===== config.mk =====
export PLATFORM = sky130hd
export DESIGN_NAME = cie_core
export DESIGN_NICKNAME = d
export VERILOG_FILES = /design/src/shared/cie_pkg.sv /design/src/verilog/cie_alu.sv /design/src/verilog/cie_core.sv
export SDC_FILE = /design/constraint.sdc
export NUM_CORES = 1
export LEC_CHECK = 0
export ABC_AREA = 1
export BUFFER_PORTS_ARGS = -buffer_cell sky130_fd_sc_hd__buf_2
export CORE_UTILIZATION = 40
export DETAILED_ROUTE_END_ITERATION = 10
export GPL_TIMING_DRIVEN = 0
export PLACE_DENSITY = 0.56
export SYNTH_ARGS = -nofsm -noshare
export SYNTH_HDL_FRONTEND = slang
export SYNTH_SLANG_ARGS = --single-unit
export TNS_END_PERCENT = 20

===== constraint.sdc =====
create_clock -name REF_CLK_I -period 6.77 [get_ports REF_CLK_I]
set_input_delay 2.031 -clock REF_CLK_I [delete_from_list [all_inputs] [get_ports REF_CLK_I]]
set_output_delay 2.031 -clock REF_CLK_I [all_outputs]
set_load 0.02 [all_outputs]

===== src/shared/cie_pkg.sv =====
// constants, opcode fields and state codes of the instruction execution core
// assumes program and data memories answer a read in the cycle the request shows
//
// Behaviour
// - add, and, compare, subtract use the accumulator and a memory or immediate byte
// - invert, rotate-through-carry and shift-left act on the accumulator only
// - conditional branches jump only when their condition holds, else fall through
// - flag branches carry 5-bit signed displacement, reach -15 to +16
// - bit-test branches carry 8-bit displacement, reach -126 to +129
// - bit-test branch copies the tested bit into carry, zero untouched
// - bit set/clear reach any data bit, two bytes, four cycles, flags kept
// - bit group selects the bit inside the byte with a 3-bit index
// - with the watchdog selected a stop instruction runs as a wait
// - absolute jump and call carry a 12-bit target address
package cie_pkg;

  // ***************************************************************
  // addresses and lengths
  // ***************************************************************
  localparam logic [11:0] RESET_PC   = 12'h000;
  localparam logic [7:0]  PTR_X_ADDR = 8'h80;
  localparam logic [7:0]  PTR_Y_ADDR = 8'h81;
  localparam logic [11:0] LEN1       = 12'h001;
  localparam logic [11:0] LEN2       = 12'h002;
  localparam logic [11:0] LEN3       = 12'h003;
  localparam logic [11:0] PCR_BIAS   = 12'h001;
  localparam logic [11:0] BTB_BIAS   = 12'h002;

  // ***************************************************************
  // opcode low nibble groups
  // ***************************************************************
  localparam logic [3:0] OPL_CALL    = 4'h1;
  localparam logic [3:0] OPL_BTB     = 4'h3;
  localparam logic [3:0] OPL_ALU_IND = 4'h7;
  localparam logic [3:0] OPL_JP      = 4'h9;
  localparam logic [3:0] OPL_BIT     = 4'hB;
  localparam logic [3:0] OPL_INH     = 4'hD;
  localparam logic [3:0] OPL_ALU_DIR = 4'hF;

  localparam logic [2:0] PCR_NZ = 3'h0;
  localparam logic [2:0] PCR_NC = 3'h2;
  localparam logic [2:0] PCR_Z  = 3'h4;
  localparam logic [2:0] PCR_C  = 3'h6;

  localparam logic [3:0] INH_NOP  = 4'h0;
  localparam logic [3:0] INH_RET  = 4'h1;
  localparam logic [3:0] INH_RETURN_FROM_INTERRUPT = 4'h2;
  localparam logic [3:0] INH_STOP = 4'h3;
  localparam logic [3:0] INH_WAIT = 4'h4;
  localparam logic [3:0] INH_INV  = 4'h5;
  localparam logic [3:0] INH_RLC  = 4'h6;
  localparam logic [3:0] INH_SLA  = 4'h7;

  // ***************************************************************
  // alu functions
  // ***************************************************************
  localparam logic [2:0] ALU_ADD = 3'h0;
  localparam logic [2:0] ALU_AND = 3'h1;
  localparam logic [2:0] ALU_CMP = 3'h2;
  localparam logic [2:0] ALU_SUB = 3'h3;
  localparam logic [2:0] ALU_INV = 3'h4;
  localparam logic [2:0] ALU_RLC = 3'h5;
  localparam logic [2:0] ALU_SLA = 3'h6;

  // ***************************************************************
  // instruction lengths in clock cycles
  // ***************************************************************
  localparam logic [2:0] CYC_SHORT = 3'h2;
  localparam logic [2:0] CYC_LONG  = 3'h4;
  localparam logic [2:0] CYC_BTB   = 3'h5;
  localparam logic [2:0] CYC_WR    = 3'h3;

  typedef enum logic [6:0] {
    S_FETCH = 7'h01,
    S_DEC   = 7'h02,
    S_PTR   = 7'h04,
    S_MEM   = 7'h08,
    S_WR    = 7'h10,
    S_PAD   = 7'h20,
    S_HALT  = 7'h40
  } cie_state_t;

endpackage : cie_pkg


===== src/verilog/cie_alu.sv =====
// accumulator alu of the execution core
// assumes the core picks the function and the second operand
`timescale 1ns/10ps
module cie_alu
  import cie_pkg::*;
(
  input  wire logic [2:0] fn_i,
  input  wire logic [7:0] a_i,
  input  wire logic [7:0] b_i,
  input  wire logic       c_i,
  output logic      [7:0] res_o,
  output logic            c_o,
  output logic            wr_o
);

  logic [8:0] res9;

  always_comb
  begin
    case (fn_i)
      ALU_ADD: res9 = {1'b0, a_i} + {1'b0, b_i};
      ALU_AND: res9 = {1'b0, a_i & b_i};
      ALU_CMP: res9 = {1'b0, a_i} - {1'b0, b_i};
      ALU_SUB: res9 = {1'b0, a_i} - {1'b0, b_i};
      ALU_INV: res9 = {a_i[7], ~a_i};
      ALU_RLC: res9 = {a_i, c_i};
      ALU_SLA: res9 = {a_i, 1'b0};
      default: res9 = {c_i, a_i};
    endcase
  end

  assign res_o = res9[7:0];
  assign c_o   = res9[8];
  // compare only sets flags, the accumulator keeps its value
  assign wr_o  = (fn_i != ALU_CMP);

endmodule : cie_alu


===== src/verilog/cie_core.sv =====
// instruction fetch, decode and execute core
// assumes memories return read data in the cycle their request flop shows
// assumes stack and interrupt entry live outside and show the stack top
`timescale 1ns/10ps
module cie_core
  import cie_pkg::*;
(
  input  wire logic        REF_CLK_I,
  input  wire logic        RST_B_I,
  output logic      [11:0] PM_ADDR_O,
  output logic             PM_RD_O,
  input  wire logic [7:0]  PM_DATA_I,
  output logic      [7:0]  DM_ADDR_O,
  output logic             DM_RD_O,
  output logic             DM_WR_O,
  output logic      [7:0]  DM_WDATA_O,
  input  wire logic [7:0]  DM_RDATA_I,
  output logic             STACK_PUSH_O,
  output logic             STACK_POP_O,
  output logic      [11:0] STACK_WDATA_O,
  input  wire logic [11:0] STACK_TOP_I,
  input  wire logic        INT_ENTRY_I,
  input  wire logic        WDG_SEL_I,
  input  wire logic        WAKE_I,
  output logic             STOP_O,
  output logic             WAIT_O,
  output logic      [7:0]  ACC_O,
  output logic             ZERO_O,
  output logic             CARRY_O
);

  // ***************************************************************
  // state
  // ***************************************************************
  cie_state_t  state_ff;
  cie_state_t  nxt_state;
  logic [2:0]  cyc_ff;
  logic [2:0]  nxt_cyc;
  logic [2:0]  need_ff;
  logic [2:0]  nxt_need;
  logic [11:0] pc_ff;
  logic [11:0] nxt_pc;
  logic [7:0]  op_ff;
  logic [7:0]  nxt_op;
  logic [7:0]  acc_ff;
  logic [7:0]  nxt_acc;
  logic        z_ff;
  logic        nxt_z;
  logic        c_ff;
  logic        nxt_c;
  logic        sz_ff;
  logic        nxt_sz;
  logic        sc_ff;
  logic        nxt_sc;
  logic [11:0] pm_addr_ff;
  logic [11:0] nxt_pm_addr;
  logic        pm_rd_ff;
  logic        nxt_pm_rd;
  logic [7:0]  dm_addr_ff;
  logic [7:0]  nxt_dm_addr;
  logic        dm_rd_ff;
  logic        nxt_dm_rd;
  logic        dm_wr_ff;
  logic        nxt_dm_wr;
  logic [7:0]  dm_wdata_ff;
  logic [7:0]  nxt_dm_wdata;
  logic        push_ff;
  logic        nxt_push;
  logic        pop_ff;
  logic        nxt_pop;
  logic [11:0] stk_ff;
  logic [11:0] nxt_stk;
  logic        stop_ff;
  logic        nxt_stop;
  logic        wait_ff;
  logic        nxt_wait;
  logic        done;
  logic        exec;

  // ***************************************************************
  // decode
  // ***************************************************************
  logic [3:0]  lo;
  logic [3:0]  hi;
  logic        is_pcr;
  logic        pcr_ok;
  logic [11:0] pcr_tgt;
  logic [11:0] btb_tgt;
  logic [2:0]  bit_idx;
  logic [7:0]  bit_mask;
  logic        tested_bit;
  logic [7:0]  bit_wdata;
  logic [2:0]  alu_fn;
  logic [7:0]  alu_b;
  logic [7:0]  alu_res;
  logic        alu_c;
  logic        alu_wr;

  function automatic logic [2:0] cycles_of(input logic [7:0] op);
    logic [3:0] l;
    l = op[3:0];
    if (!op[0])
      cycles_of = CYC_SHORT;
    else if (l == OPL_BTB)
      cycles_of = CYC_BTB;
    else if (l == OPL_CALL || l == OPL_JP || l == OPL_BIT)
      cycles_of = CYC_LONG;
    else if (l == OPL_ALU_IND || l == OPL_ALU_DIR)
      cycles_of = CYC_LONG;
    else
      cycles_of = CYC_SHORT;
  endfunction : cycles_of

  assign lo         = op_ff[3:0];
  assign hi         = op_ff[7:4];
  assign is_pcr     = ~op_ff[0];
  // bit index order follows the opcode layout: opcode bits 7:5 reversed
  assign bit_idx    = {op_ff[5], op_ff[6], op_ff[7]};
  assign bit_mask   = 8'h01 << bit_idx;
  assign tested_bit = DM_RDATA_I[bit_idx];
  assign bit_wdata  = op_ff[4] ? (DM_RDATA_I | bit_mask) : (DM_RDATA_I & ~bit_mask);
  assign pcr_tgt    = pc_ff + {{7{op_ff[7]}}, op_ff[7:3]} + PCR_BIAS;
  assign btb_tgt    = pc_ff + {{4{PM_DATA_I[7]}}, PM_DATA_I} + BTB_BIAS;

  always_comb
  begin
    case (op_ff[2:0])
      PCR_NZ:  pcr_ok = ~z_ff;
      PCR_NC:  pcr_ok = ~c_ff;
      PCR_Z:   pcr_ok = z_ff;
      PCR_C:   pcr_ok = c_ff;
      default: pcr_ok = 1'b0;
    endcase
  end

  // ***************************************************************
  // alu
  // ***************************************************************
  always_comb
  begin
    if (lo == OPL_INH && hi == INH_INV)
      alu_fn = ALU_INV;
    else if (lo == OPL_INH && hi == INH_RLC)
      alu_fn = ALU_RLC;
    else if (lo == OPL_INH)
      alu_fn = ALU_SLA;
    else
      alu_fn = {1'b0, op_ff[6:5]};
  end

  // operand b is the immediate byte in decode, the data byte afterwards
  assign alu_b = (state_ff == S_MEM) ? DM_RDATA_I : PM_DATA_I;

  cie_alu u_alu (
    .fn_i  (alu_fn),
    .a_i   (acc_ff),
    .b_i   (alu_b),
    .c_i   (c_ff),
    .res_o (alu_res),
    .c_o   (alu_c),
    .wr_o  (alu_wr)
  );

  // ***************************************************************
  // sequencer
  // ***************************************************************
  always_comb
  begin
    nxt_state    = state_ff;
    nxt_cyc      = cyc_ff + 3'h1;
    nxt_need     = need_ff;
    nxt_pc       = pc_ff;
    nxt_op       = op_ff;
    nxt_acc      = acc_ff;
    nxt_z        = z_ff;
    nxt_c        = c_ff;
    nxt_sz       = INT_ENTRY_I ? z_ff : sz_ff;
    nxt_sc       = INT_ENTRY_I ? c_ff : sc_ff;
    nxt_pm_addr  = pm_addr_ff;
    nxt_pm_rd    = 1'b0;
    nxt_dm_addr  = dm_addr_ff;
    nxt_dm_rd    = 1'b0;
    nxt_dm_wr    = 1'b0;
    nxt_dm_wdata = dm_wdata_ff;
    nxt_push     = 1'b0;
    nxt_pop      = 1'b0;
    nxt_stk      = stk_ff;
    nxt_stop     = stop_ff;
    nxt_wait     = wait_ff;
    done         = 1'b0;
    exec         = 1'b0;
    case (state_ff)
      S_FETCH:
      begin
        nxt_op      = PM_DATA_I;
        nxt_need    = cycles_of(PM_DATA_I);
        nxt_pm_addr = pc_ff + LEN1;
        nxt_pm_rd   = 1'b1;
        nxt_state   = S_DEC;
      end
      S_DEC:
      begin
        if (is_pcr)
        begin
          nxt_pc = pcr_ok ? pcr_tgt : pc_ff + LEN1;
          done   = 1'b1;
        end
        else if (lo == OPL_CALL || lo == OPL_JP)
        begin
          nxt_pc   = {hi, PM_DATA_I};
          nxt_push = (lo == OPL_CALL);
          nxt_stk  = pc_ff + LEN2;
          done     = 1'b1;
        end
        else if (lo == OPL_BTB)
        begin
          // data byte and displacement are fetched together
          nxt_dm_addr = PM_DATA_I;
          nxt_dm_rd   = 1'b1;
          nxt_pm_addr = pc_ff + LEN2;
          nxt_pm_rd   = 1'b1;
          nxt_state   = S_MEM;
        end
        else if (lo == OPL_BIT || (lo == OPL_ALU_DIR && !op_ff[4]))
        begin
          nxt_dm_addr = PM_DATA_I;
          nxt_dm_rd   = 1'b1;
          nxt_state   = S_MEM;
        end
        else if (lo == OPL_ALU_IND)
        begin
          nxt_dm_addr = op_ff[4] ? PTR_Y_ADDR : PTR_X_ADDR;
          nxt_dm_rd   = 1'b1;
          nxt_state   = S_PTR;
        end
        else if (lo == OPL_ALU_DIR)
        begin
          exec   = 1'b1;
          nxt_pc = pc_ff + LEN2;
          done   = 1'b1;
        end
        else
        begin
          // inherent group; undefined odd codes run as one-byte no-ops
          nxt_pc = pc_ff + LEN1;
          done   = 1'b1;
          if (lo == OPL_INH)
          begin
            case (hi)
              INH_RET:
              begin
                nxt_pc  = STACK_TOP_I;
                nxt_pop = 1'b1;
              end
              INH_RETURN_FROM_INTERRUPT:
              begin
                nxt_pc  = STACK_TOP_I;
                nxt_pop = 1'b1;
                nxt_z   = sz_ff;
                nxt_c   = sc_ff;
              end
              INH_STOP:
              begin
                nxt_stop  = ~WDG_SEL_I;
                nxt_wait  = WDG_SEL_I;
                nxt_state = S_HALT;
                done      = 1'b0;
              end
              INH_WAIT:
              begin
                nxt_wait  = 1'b1;
                nxt_state = S_HALT;
                done      = 1'b0;
              end
              INH_INV, INH_RLC, INH_SLA: exec = 1'b1;
              default: exec = 1'b0;
            endcase
          end
        end
      end
      S_PTR:
      begin
        nxt_dm_addr = DM_RDATA_I;
        nxt_dm_rd   = 1'b1;
        nxt_state   = S_MEM;
      end
      S_MEM:
      begin
        if (lo == OPL_BTB)
        begin
          nxt_c  = tested_bit;
          nxt_pc = (tested_bit == op_ff[4]) ? btb_tgt : pc_ff + LEN3;
          done   = 1'b1;
        end
        else if (lo == OPL_BIT)
        begin
          nxt_dm_wdata = bit_wdata;
          nxt_dm_wr    = 1'b1;
          nxt_state    = S_WR;
        end
        else
        begin
          exec   = 1'b1;
          nxt_pc = pc_ff + ((lo == OPL_ALU_IND) ? LEN1 : LEN2);
          done   = 1'b1;
        end
      end
      S_WR:
      begin
        nxt_pc = pc_ff + LEN2;
        done   = 1'b1;
      end
      S_PAD: done = 1'b1;
      S_HALT:
      begin
        if (WAKE_I)
        begin
          nxt_stop  = 1'b0;
          nxt_wait  = 1'b0;
          nxt_state = S_FETCH;
        end
      end
      default:
      begin
        nxt_state = S_PAD;
      end
    endcase
    if (exec)
    begin
      nxt_acc = alu_wr ? alu_res : acc_ff;
      nxt_z   = (alu_res == 8'h00);
      nxt_c   = alu_c;
    end
    // padding keeps every instruction except stop and wait at its fixed cycle count
    if (done)
      nxt_state = (cyc_ff == need_ff - 3'h1) ? S_FETCH : S_PAD;
    if (nxt_state == S_FETCH)
    begin
      nxt_pm_addr = nxt_pc;
      nxt_pm_rd   = 1'b1;
      nxt_cyc     = 3'h0;
    end
  end

  // reset parks in pad with a one-cycle length so the first fetch follows
  always_ff @(posedge REF_CLK_I)
  begin
    if (!RST_B_I)
    begin
      state_ff    <= S_PAD;
      cyc_ff      <= 3'h0;
      need_ff     <= 3'h1;
      pc_ff       <= RESET_PC;
      op_ff       <= 8'h00;
      acc_ff      <= 8'h00;
      z_ff        <= 1'b0;
      c_ff        <= 1'b0;
      sz_ff       <= 1'b0;
      sc_ff       <= 1'b0;
      pm_addr_ff  <= RESET_PC;
      pm_rd_ff    <= 1'b0;
      dm_addr_ff  <= 8'h00;
      dm_rd_ff    <= 1'b0;
      dm_wr_ff    <= 1'b0;
      dm_wdata_ff <= 8'h00;
      push_ff     <= 1'b0;
      pop_ff      <= 1'b0;
      stk_ff      <= 12'h000;
      stop_ff     <= 1'b0;
      wait_ff     <= 1'b0;
    end
    else
    begin
      state_ff    <= nxt_state;
      cyc_ff      <= nxt_cyc;
      need_ff     <= nxt_need;
      pc_ff       <= nxt_pc;
      op_ff       <= nxt_op;
      acc_ff      <= nxt_acc;
      z_ff        <= nxt_z;
      c_ff        <= nxt_c;
      sz_ff       <= nxt_sz;
      sc_ff       <= nxt_sc;
      pm_addr_ff  <= nxt_pm_addr;
      pm_rd_ff    <= nxt_pm_rd;
      dm_addr_ff  <= nxt_dm_addr;
      dm_rd_ff    <= nxt_dm_rd;
      dm_wr_ff    <= nxt_dm_wr;
      dm_wdata_ff <= nxt_dm_wdata;
      push_ff     <= nxt_push;
      pop_ff      <= nxt_pop;
      stk_ff      <= nxt_stk;
      stop_ff     <= nxt_stop;
      wait_ff     <= nxt_wait;
    end
  end

  assign PM_ADDR_O     = pm_addr_ff;
  assign PM_RD_O       = pm_rd_ff;
  assign DM_ADDR_O     = dm_addr_ff;
  assign DM_RD_O       = dm_rd_ff;
  assign DM_WR_O       = dm_wr_ff;
  assign DM_WDATA_O    = dm_wdata_ff;
  assign STACK_PUSH_O  = push_ff;
  assign STACK_POP_O   = pop_ff;
  assign STACK_WDATA_O = stk_ff;
  assign STOP_O        = stop_ff;
  assign WAIT_O        = wait_ff;
  assign ACC_O         = acc_ff;
  assign ZERO_O        = z_ff;
  assign CARRY_O       = c_ff;

  // ***************************************************************
  // checks
  // ***************************************************************
  a_acc_result:
    assert property (@(posedge REF_CLK_I) disable iff (!RST_B_I)
      exec && alu_wr |=> acc_ff == $past(alu_res)) else $error("accumulator not updated");
  a_cmp_keeps_acc:
    assert property (@(posedge REF_CLK_I) disable iff (!RST_B_I)
      exec && alu_fn == ALU_CMP |=> $stable(acc_ff)) else $error("compare changed acc");
  a_inh_no_mem:
    assert property (@(posedge REF_CLK_I) disable iff (!RST_B_I)
      state_ff == S_DEC && lo == OPL_INH |=> !DM_RD_O && !DM_WR_O) else $error("inherent op hit memory");
  a_pcr_branch:
    assert property (@(posedge REF_CLK_I) disable iff (!RST_B_I)
      state_ff == S_DEC && is_pcr |=> pc_ff == ($past(pcr_ok) ? $past(pcr_tgt) : $past(pc_ff) + LEN1))
      else $error("flag branch target wrong");
  a_pcr_span:
    assert property (@(posedge REF_CLK_I) disable iff (!RST_B_I)
      state_ff == S_DEC && is_pcr && pcr_ok && op_ff[7:3] == 5'h0F |=> pc_ff == $past(pc_ff) + 12'h010)
      else $error("flag branch span wrong");
  a_btb_taken:
    assert property (@(posedge REF_CLK_I) disable iff (!RST_B_I)
      state_ff == S_MEM && lo == OPL_BTB && tested_bit == op_ff[4] |=> pc_ff == $past(btb_tgt))
      else $error("bit branch target wrong");
  a_btb_carry:
    assert property (@(posedge REF_CLK_I) disable iff (!RST_B_I)
      state_ff == S_MEM && lo == OPL_BTB |=> c_ff == $past(tested_bit) && $stable(z_ff))
      else $error("bit branch flags wrong");
  a_bit_write:
    assert property (@(posedge REF_CLK_I) disable iff (!RST_B_I)
      state_ff == S_MEM && lo == OPL_BIT |=> DM_WR_O && $stable(z_ff) && $stable(c_ff)
      ##1 state_ff == S_FETCH) else $error("bit write or length wrong");
  a_bit_index:
    assert property (@(posedge REF_CLK_I) disable iff (!RST_B_I)
      state_ff == S_MEM && lo == OPL_BIT
      |=> ((DM_WDATA_O ^ $past(DM_RDATA_I)) & ~$past(bit_mask)) == 8'h00
      && DM_WDATA_O[$past(bit_idx)] == $past(op_ff[4])) else $error("wrong bit modified");
  a_stop_wdg:
    assert property (@(posedge REF_CLK_I) disable iff (!RST_B_I)
      state_ff == S_DEC && lo == OPL_INH && hi == INH_STOP && WDG_SEL_I |=> WAIT_O && !STOP_O)
      else $error("stop not replaced by wait");
  a_jump_target:
    assert property (@(posedge REF_CLK_I) disable iff (!RST_B_I)
      state_ff == S_DEC && (lo == OPL_JP || lo == OPL_CALL) |=> pc_ff == {$past(hi), $past(PM_DATA_I)})
      else $error("jump target wrong");
  a_zero_flag:
    assert property (@(posedge REF_CLK_I) disable iff (!RST_B_I)
      exec |=> z_ff == ($past(alu_res) == 8'h00)) else $error("zero flag wrong");
  a_return_from_interrupt_flags:
    assert property (@(posedge REF_CLK_I) disable iff (!RST_B_I)
      state_ff == S_DEC && lo == OPL_INH && hi == INH_RETURN_FROM_INTERRUPT |=> z_ff == $past(sz_ff) && c_ff == $past(sc_ff))
      else $error("flags not restored");
  a_ret_flags:
    assert property (@(posedge REF_CLK_I) disable iff (!RST_B_I)
      state_ff == S_DEC && lo == OPL_INH && hi == INH_RET |=> $stable(z_ff) && $stable(c_ff))
      else $error("return changed flags");

endmodule : cie_core

==> results of run 1 <==
==> cell usage in the layout (no fill, tap or decap), types with 3 or more instances in the layout <==
| cell type | Yosys | layout |
|---|---|---|
| xnor2_1 | 9 | 9 |
| ha_1 | 49 | 49 |
| o221ai_1 | 3 | 3 |
| clkbuf_16 | 0 | 9 |
| inv_1 | 136 | 136 |
| a31oi_1 | 10 | 10 |
| nor3_1 | 12 | 12 |
| buf_1 | 4 | 4 |
| buf_2 | 16 | 105 |
| nand2_2 | 6 | 6 |
| or2_2 | 3 | 3 |
| o21ai_1 | 35 | 35 |
| a21oi_1 | 118 | 118 |
| a22oi_1 | 3 | 3 |
| a311oi_1 | 3 | 3 |
| o22ai_1 | 3 | 3 |
| dfxtp_1 | 92 | 92 |
| fa_1 | 4 | 4 |
| a21o_1 | 4 | 4 |
| nand2_1 | 351 | 351 |
| nor2_2 | 3 | 3 |
| clkbuf_1 | 17 | 17 |
| nor2_1 | 116 | 116 |
| nor2_4 | 3 | 3 |
| nand3_1 | 123 | 123 |
| xor2_1 | 31 | 31 |
| o211ai_1 | 13 | 13 |
| buf_4 | 5 | 5 |
| nand4_1 | 11 | 11 |
| o21ai_0 | 97 | 97 |
| inv_2 | 26 | 26 |
| nand3b_1 | 3 | 3 |
| a211oi_1 | 15 | 15 |
==> layer usage <==
layer / routed length, um / track usage (%) / up-vias
li1: - / - / 4718
met1: 14800 / 41.6 / 4417
met2: 14700 / 49.7 / 387
met3: 2170 / 4.55 / 56
met4: 1010 / 10.8 / 0
met5: 0 / 0 / -
==> power breakdown <==
part           total, mW  switching, mW  internal [mW]
sequential         0.631         0.0423          0.589
clock              0.526          0.267          0.259
combinational      0.807          0.551          0.256
total               1.96          0.861           1.10
==> worst min-delay path: stages (launching register included) <==
cell and delay, ps:
dfxtp_1 310, inv_1 40, a21oi_1 50
==> cell type report <==
class / count / share of cell area, %
buffer: 44 / 2.35
multi-input combinational: 1052 / 59.7
sequential: 92 / 19.7
tap: 270 / 3.62
timing repair buffer: 89 / 4.77
clock buffer: 9 / 2.41
inverter: 165 / 6.65
clock inverter: 7 / 0.724
==> sequential cells by signal (all words and copies together), names as in the netlist, 3 cells and up <==
register,cells
ACC_O,8
DM_ADDR_O,8
DM_WDATA_O,8
PM_ADDR_O,12
STACK_WDATA_O,12
cyc_ff,3
need_ff,3
op_ff,8
pc_ff,12
state_ff,7
==> worst min path at each step <==
stage	cells after the start	start	slack (ps)	end
after global placement	2	DM_WDATA_O[0]$_SDFFE_PN0P_	430	DM_WDATA_O[0]$_SDFFE_PN0P_
after floorplan	1	cyc_ff[0]$_SDFF_PP0_	430	cyc_ff[0]$_SDFF_PP0_
after CTS	2	DM_WDATA_O[0]$_SDFFE_PN0P_	450	DM_WDATA_O[0]$_SDFFE_PN0P_
after global routing	2	STOP_O$_SDFFE_PN0P_	470	STOP_O$_SDFFE_PN0P_
final	2	DM_WDATA_O[0]$_SDFFE_PN0P_	450	DM_WDATA_O[0]$_SDFFE_PN0P_
after detailed placement	2	DM_WDATA_O[0]$_SDFFE_PN0P_	440	DM_WDATA_O[0]$_SDFFE_PN0P_
==> logic make-up after synthesis <==
kind of cell | synth area share [%]
XOR/XNOR | 4.24
AND/OR/NAND/NOR | 33.8
adder cells (fa/ha/maj) | 8.40
buffers and inverters | 10.2
flip-flops | 22.3
AO/OA/AOI/OAI | 21.1
==> impl_metrics.yaml, run 1 <==
critical_path:
  cp-endpoint: "ZERO_O$_SDFFE_PN0P_"
  reg2reg_depth: 18
  critical_path_depth: 19
  slowest_delay_ps: 300
  cp_data_required_time_ps: 7070
  path_buf_inv: 4
  end_kind: "flip-flop"
  worstSetupStartpointType: "input pin"
  worstSetupPathType: "in2reg"
  crit_family: "simple AND/OR/NAND/NOR gates"
  crit_path_top_delay_cell: "ha_1"
  arrival_ps: 4800
  cp_cell_sequence: "buf_2, inv_1, nand2_1, o21ai_1, nand2_1, nor2_2, inv_2, o31ai_2, xor2_1, ha_1, inv_1, nor3_1, a211oi_1, nand3_1, nand2_1, nor2_1, nor2_1, nand4_1, a21oi_1"
  r2r_end: "PM_ADDR_O[9]$_SDFFE_PN0P_"
  startpoint: "PM_DATA_I[3]"
  r2r_slack_ps: 3060
  crit_path_frequent_cell: "nand2_1"
  r2r_start: "pc_ff[1]$_SDFF_PN0_"
  cp_max_fo: 5
global_route:
  grt_max_degree: 19
  antenna_found_initial: 0
  overflow: 0
  grt_pass1_wl_mm: 50.2
  grt_usage_pct: 30.7
  grt_pass1_vias: 8710
sta:
  holdWs_ps: 447
  worst_slew_pin_slew_ps: 806
  period_minus_slack_ps: 4500
  setup_tns_ps: 0
  report.final.hold_viol_count: 0
  fin_ws_ps: 2270
  timing.fmax_mhz: 222
  skew_ps: 14.7
  fin_crit_sh_pct: 66.5
  relSlewSlack_pct: 46.1
  rsz0062_at_grt: "no"
  setup_violations: 0
  maxSlewViolCount: 0
placed_design:
  dp_cells: 1712
  globalplace.congestion: 0.969
  io_buffers: 89
  place_hpwl_mm: 25.8
  preCtsSetupSlack_ps: 1890
  dpl-instance-area_um2: 9040
pwr:
  power_density_nw_per_um2: 211
  vdd_drop_max_uv: 167
  p_total_mw: 1.96
  p_leak_nw: 4.44
logic_synthesis:
  yosysUniqueCellTypes: 54
  yosys_most_used_dff: "dfxtp_1"
  synth_top_area_share_pct: 22.3
  synth-async-reset-ratio_pct: 0
  synth_edf_count: 0
  ys_seq_area_share_pct: 22.3
  yosys-top-cells-area: "dfxtp_1 22%, nand2_1 16%, nand3_1 7.5%"
  syn-mean-instance-area_um2: 6.10
  synth_common_cells: "351 x nand2_1, 136 x inv_1, 123 x nand3_1"
  synth_area_um2: 8260
  synthCells: 1353
  yosys_warnings: 0
  yosys.area.top_type: "dfxtp_1"
  synth_most_common_cell: "nand2_1"
  synth_seq_cells: 92
  syn_nets: 1439
floorplan:
  io_pins: 90
  rows: 52
  die_area_um2: 21200
  start_util_pct: 40.8
  die_h_um: 146
  core_um2: 20200
  die_x_um: 146
final_layout:
  instances_no_fill: 1728
  utilization_pct: 46.1
  fin_area_um2: 9330
  area_delta_synth_final_pct: 13.0
  drive_gt1_share_pct: 12.4
  antenna_cells: 0
  regArea_um2: 1840
  nFillCells: 2270
  nets: 1539
  multi_input_area_um2: 5570
routing:
  via_per_inst: 5.54
  wire_per_inst_um: 18.9
  wl_mm: 32.7
  drtPass1Iterations: 7
  drc_errors: 0
  postRouteAntennaNets: 0
  first_iter_violations: 883
  via_count: 9578
clocking:
  numCtsBuffers: 9
  clock_sinks: 92
  h-tree-depth: 3
  hold_buffers: 0
  cts-resized-gates: 0
  cts_root_buf: "clkbuf_16"
  cts_buffer_depth: 2
  path_clk_slew_ps: 80
  clk_latency_ps: 370
  cts_tree: "yes"
  post_cts_buffers: 0
run_status:
  status: "finished clean"
hold_path:
  worst_hold_path_type: "reg2reg"
job:
  drv_cap: 0
Note: power is estimated with default switching activity, not from simulation.
==> run 2: changes to the inputs <==
--- a/config.mk
+++ b/config.mk
@@ -5,12 +5,12 @@
 export SDC_FILE = /design/constraint.sdc
 export NUM_CORES = 1
 export LEC_CHECK = 0
-export ABC_AREA = 1
+export ABC_AREA = 0
 export BUFFER_PORTS_ARGS = -buffer_cell sky130_fd_sc_hd__buf_2
 export CORE_UTILIZATION = 40
 export DETAILED_ROUTE_END_ITERATION = 10
 export GPL_TIMING_DRIVEN = 0
-export PLACE_DENSITY = 0.56
+export PLACE_DENSITY = 0.58
 export SYNTH_ARGS = -nofsm -noshare
 export SYNTH_HDL_FRONTEND = slang
 export SYNTH_SLANG_ARGS = --single-unit
==> constraint.sdc (replaced) <==
create_clock -name REF_CLK_I -period 4.1 [get_ports REF_CLK_I]
set_input_delay 1.23 -clock REF_CLK_I [delete_from_list [all_inputs] [get_ports REF_CLK_I]]
set_output_delay 1.23 -clock REF_CLK_I [all_outputs]
set_load 0.02 [all_outputs]
==> impl_metrics.yaml, run 2 <==
final_layout:
  antenna_cells: 0
  drive_gt1_share_pct: 13.8
  area_delta_synth_final_pct: 16.1
  final_cell_mix: "139 x nor2_1, 123 x nand2_1, 96 x buf_2"
  utilization_pct: 48.1
  instances_no_fill: 1504
  fin_area_um2: 9480
  final_common_cell: "nor2_1"
  nets: 1320
floorplan:
  core_um2: 19700
  io_pins: 90
  die_h_um: 145
  die_area_um2: 21000
  die_x_um: 145
  start_util_pct: 41.4
  rows: 51
routing:
  wl_mm: 33.8
  wire_per_inst_um: 22.5
  first_iter_violations: 1176
  postRouteAntennaNets: 0
  drtPass1Iterations: 8
  drc_errors: 0
  via_count: 9221
  via_per_inst: 6.13
clocking:
  cts_tree: "yes"
  numCtsBuffers: 9
  clk_latency_ps: 360
  h-tree-depth: 3
  clock_sinks: 92
  hold_buffers: 0
  cts_root_buf: "clkbuf_16"
  cts_buffer_depth: 2
  path_clk_slew_ps: 70
logic_synthesis:
  yosys_most_used_dff: "dfxtp_1"
  syn-mean-instance-area_um2: 7.22
  synth_common_cells: "140 x nor2_1, 124 x nand2_1, 92 x dfxtp_1"
  synth_seq_cells: 92
  ys_seq_area_share_pct: 22.5
  synth_area_um2: 8170
  synthCells: 1132
  yosysUniqueCellTypes: 79
  synth_top_area_share_pct: 22.5
  yosys_warnings: 0
  yosys-top-cells-area: "dfxtp_1 23%, ha_1 7.5%, nor2_1 6.4%"
  yosys.area.top_type: "dfxtp_1"
  syn_nets: 1218
  synth_edf_count: 0
  synth_most_common_cell: "nor2_1"
  synth-async-reset-ratio_pct: 0
pwr:
  seqPwrFrac_pct: 34.5
  vdd_drop_max_uv: 201
  p_leak_nw: 3.61
  p_int_mw: 1.80
  combinationalPowerShare_pct: 30.7
  power_density_nw_per_um2: 303
  p_sw_mw: 1.07
  clockPowerShare_pct: 34.8
  p_total_mw: 2.87
  p_sw_share_pct: 37.3
global_route:
  overflow: 0
  grt_pass1_vias: 8176
  grt_pass1_wl_mm: 50.7
  grt_max_degree: 18
  antenna_found_initial: 1
  grt_usage_pct: 31.6
placed_design:
  globalplace.congestion: 0.972
  preCtsSetupSlack_ps: -836
  dp_cells: 1484
  io_buffers: 87
  place_hpwl_mm: 25.8
  dpl-instance-area_um2: 8940
critical_path:
  worstSetupStartpointType: "input pin"
  reg2reg_depth: 17
  end_kind: "flip-flop"
  cp_max_fo: 8
  worstSetupPathType: "in2reg"
  cp_data_required_time_ps: 4320
  arrival_ps: 4230
sta:
  fin_ws_ps: 86.0
  setup_violations: 0
  holdWs_ps: 467
  relSlewSlack_pct: 9.04
  worst_slew_pin_slew_ps: 1360
  setup_tns_ps: 0
  maxSlewViolCount: 0
  report.final.hold_viol_count: 0
  period_minus_slack_ps: 4010
  timing.fmax_mhz: 249
  fin_crit_sh_pct: 97.9
  skew_ps: 9.89
  rsz0062_at_grt: "yes"
hold_path:
  worst_hold_path_type: "reg2reg"
  hold_depth: 1
run_status:
  status: "finished clean"
job:
  drv_cap: 0
## run 2: kinds of logic (layout without fill, tap and decap cells)
family | count (synthesis) | after routing | synth area share [%]
AO/OA/AOI/OAI | 332 | 332 | 26.4
flip-flops | 92 | 92 | 22.5
adder cells (fa/ha/maj) | 53 | 53 | 8.48
multiplexers | 29 | 29 | 3.74
buffers and inverters | 114 | 221 | 5.54
AND/OR/NAND/NOR | 438 | 438 | 25.3
XOR/XNOR | 74 | 74 | 7.93
## run 2: worst max-delay path, stage by stage
cell and delay [ps]:
buf_2 260, ha_1 320, ha_1 310, a21oi_1 300, o2111ai_1 210, and3_1 190, a311oi_2 420, a311oi_1 220
a21oi_2 220, a21boi_1 110, o21ai_1 300, a21oi_1 120
## run 2: area by class of cell
| type | count | area [um^2] |
|---|---|---|
| clock inverter | 6 | 105 |
| multi-input combinational | 926 | 5990 |
| fill | 2071 | 10200 |
| inverter | 29 | 113 |
| sequential | 92 | 1840 |
| tap | 265 | 332 |
| timing repair buffer | 92 | 473 |
| clock buffer | 10 | 239 |
| buffer | 84 | 389 |
## run 2: repair_timing
item	in CTS	in global routing
gates resized for setup	32	18
pin swaps	9	8
buffers inserted	3	2
endpoints found under the setup margin	13	9
## run 2: power by group through the flow
| stage | registers [mW] | logic (mW) | clock network, mW |
|---|---|---|---|
| 3_5_place_dp | 1.01 | 0.835 | 0 |
| 4_1_cts | 0.991 | 0.853 | 1.01 |
| 3_3_place_gp | 1.01 | 0.837 | 0 |
| 2_1_floorplan | 1.02 | 0.537 | 0 |
| 6_report | 0.992 | 0.882 | 0.999 |
| 5_1_grt | 0.998 | 0.945 | 1.05 |
## run 2: worst paths after layout
kind	from	endpoint	slack (ps)
hold reg to reg	cyc_ff[0]$_SDFF_PP0_	cyc_ff[0]$_SDFF_PP0_	470
setup / recovery	PM_DATA_I[2]	PM_ADDR_O[10]$_SDFFE_PN0P_	90
hold / removal	cyc_ff[0]$_SDFF_PP0_	cyc_ff[0]$_SDFF_PP0_	470
setup reg to reg	state_ff[6]$_SDFF_PN0_	ZERO_O$_SDFFE_PN0P_	90
## run 2: layer usage
metal | routed length [um] | GRT usage, %
met1 | 15700 | 47.9
met2 | 13100 | 43.2
met3 | 3810 | 6.16
met4 | 1160 | 11.5
met5 | 0 | 0
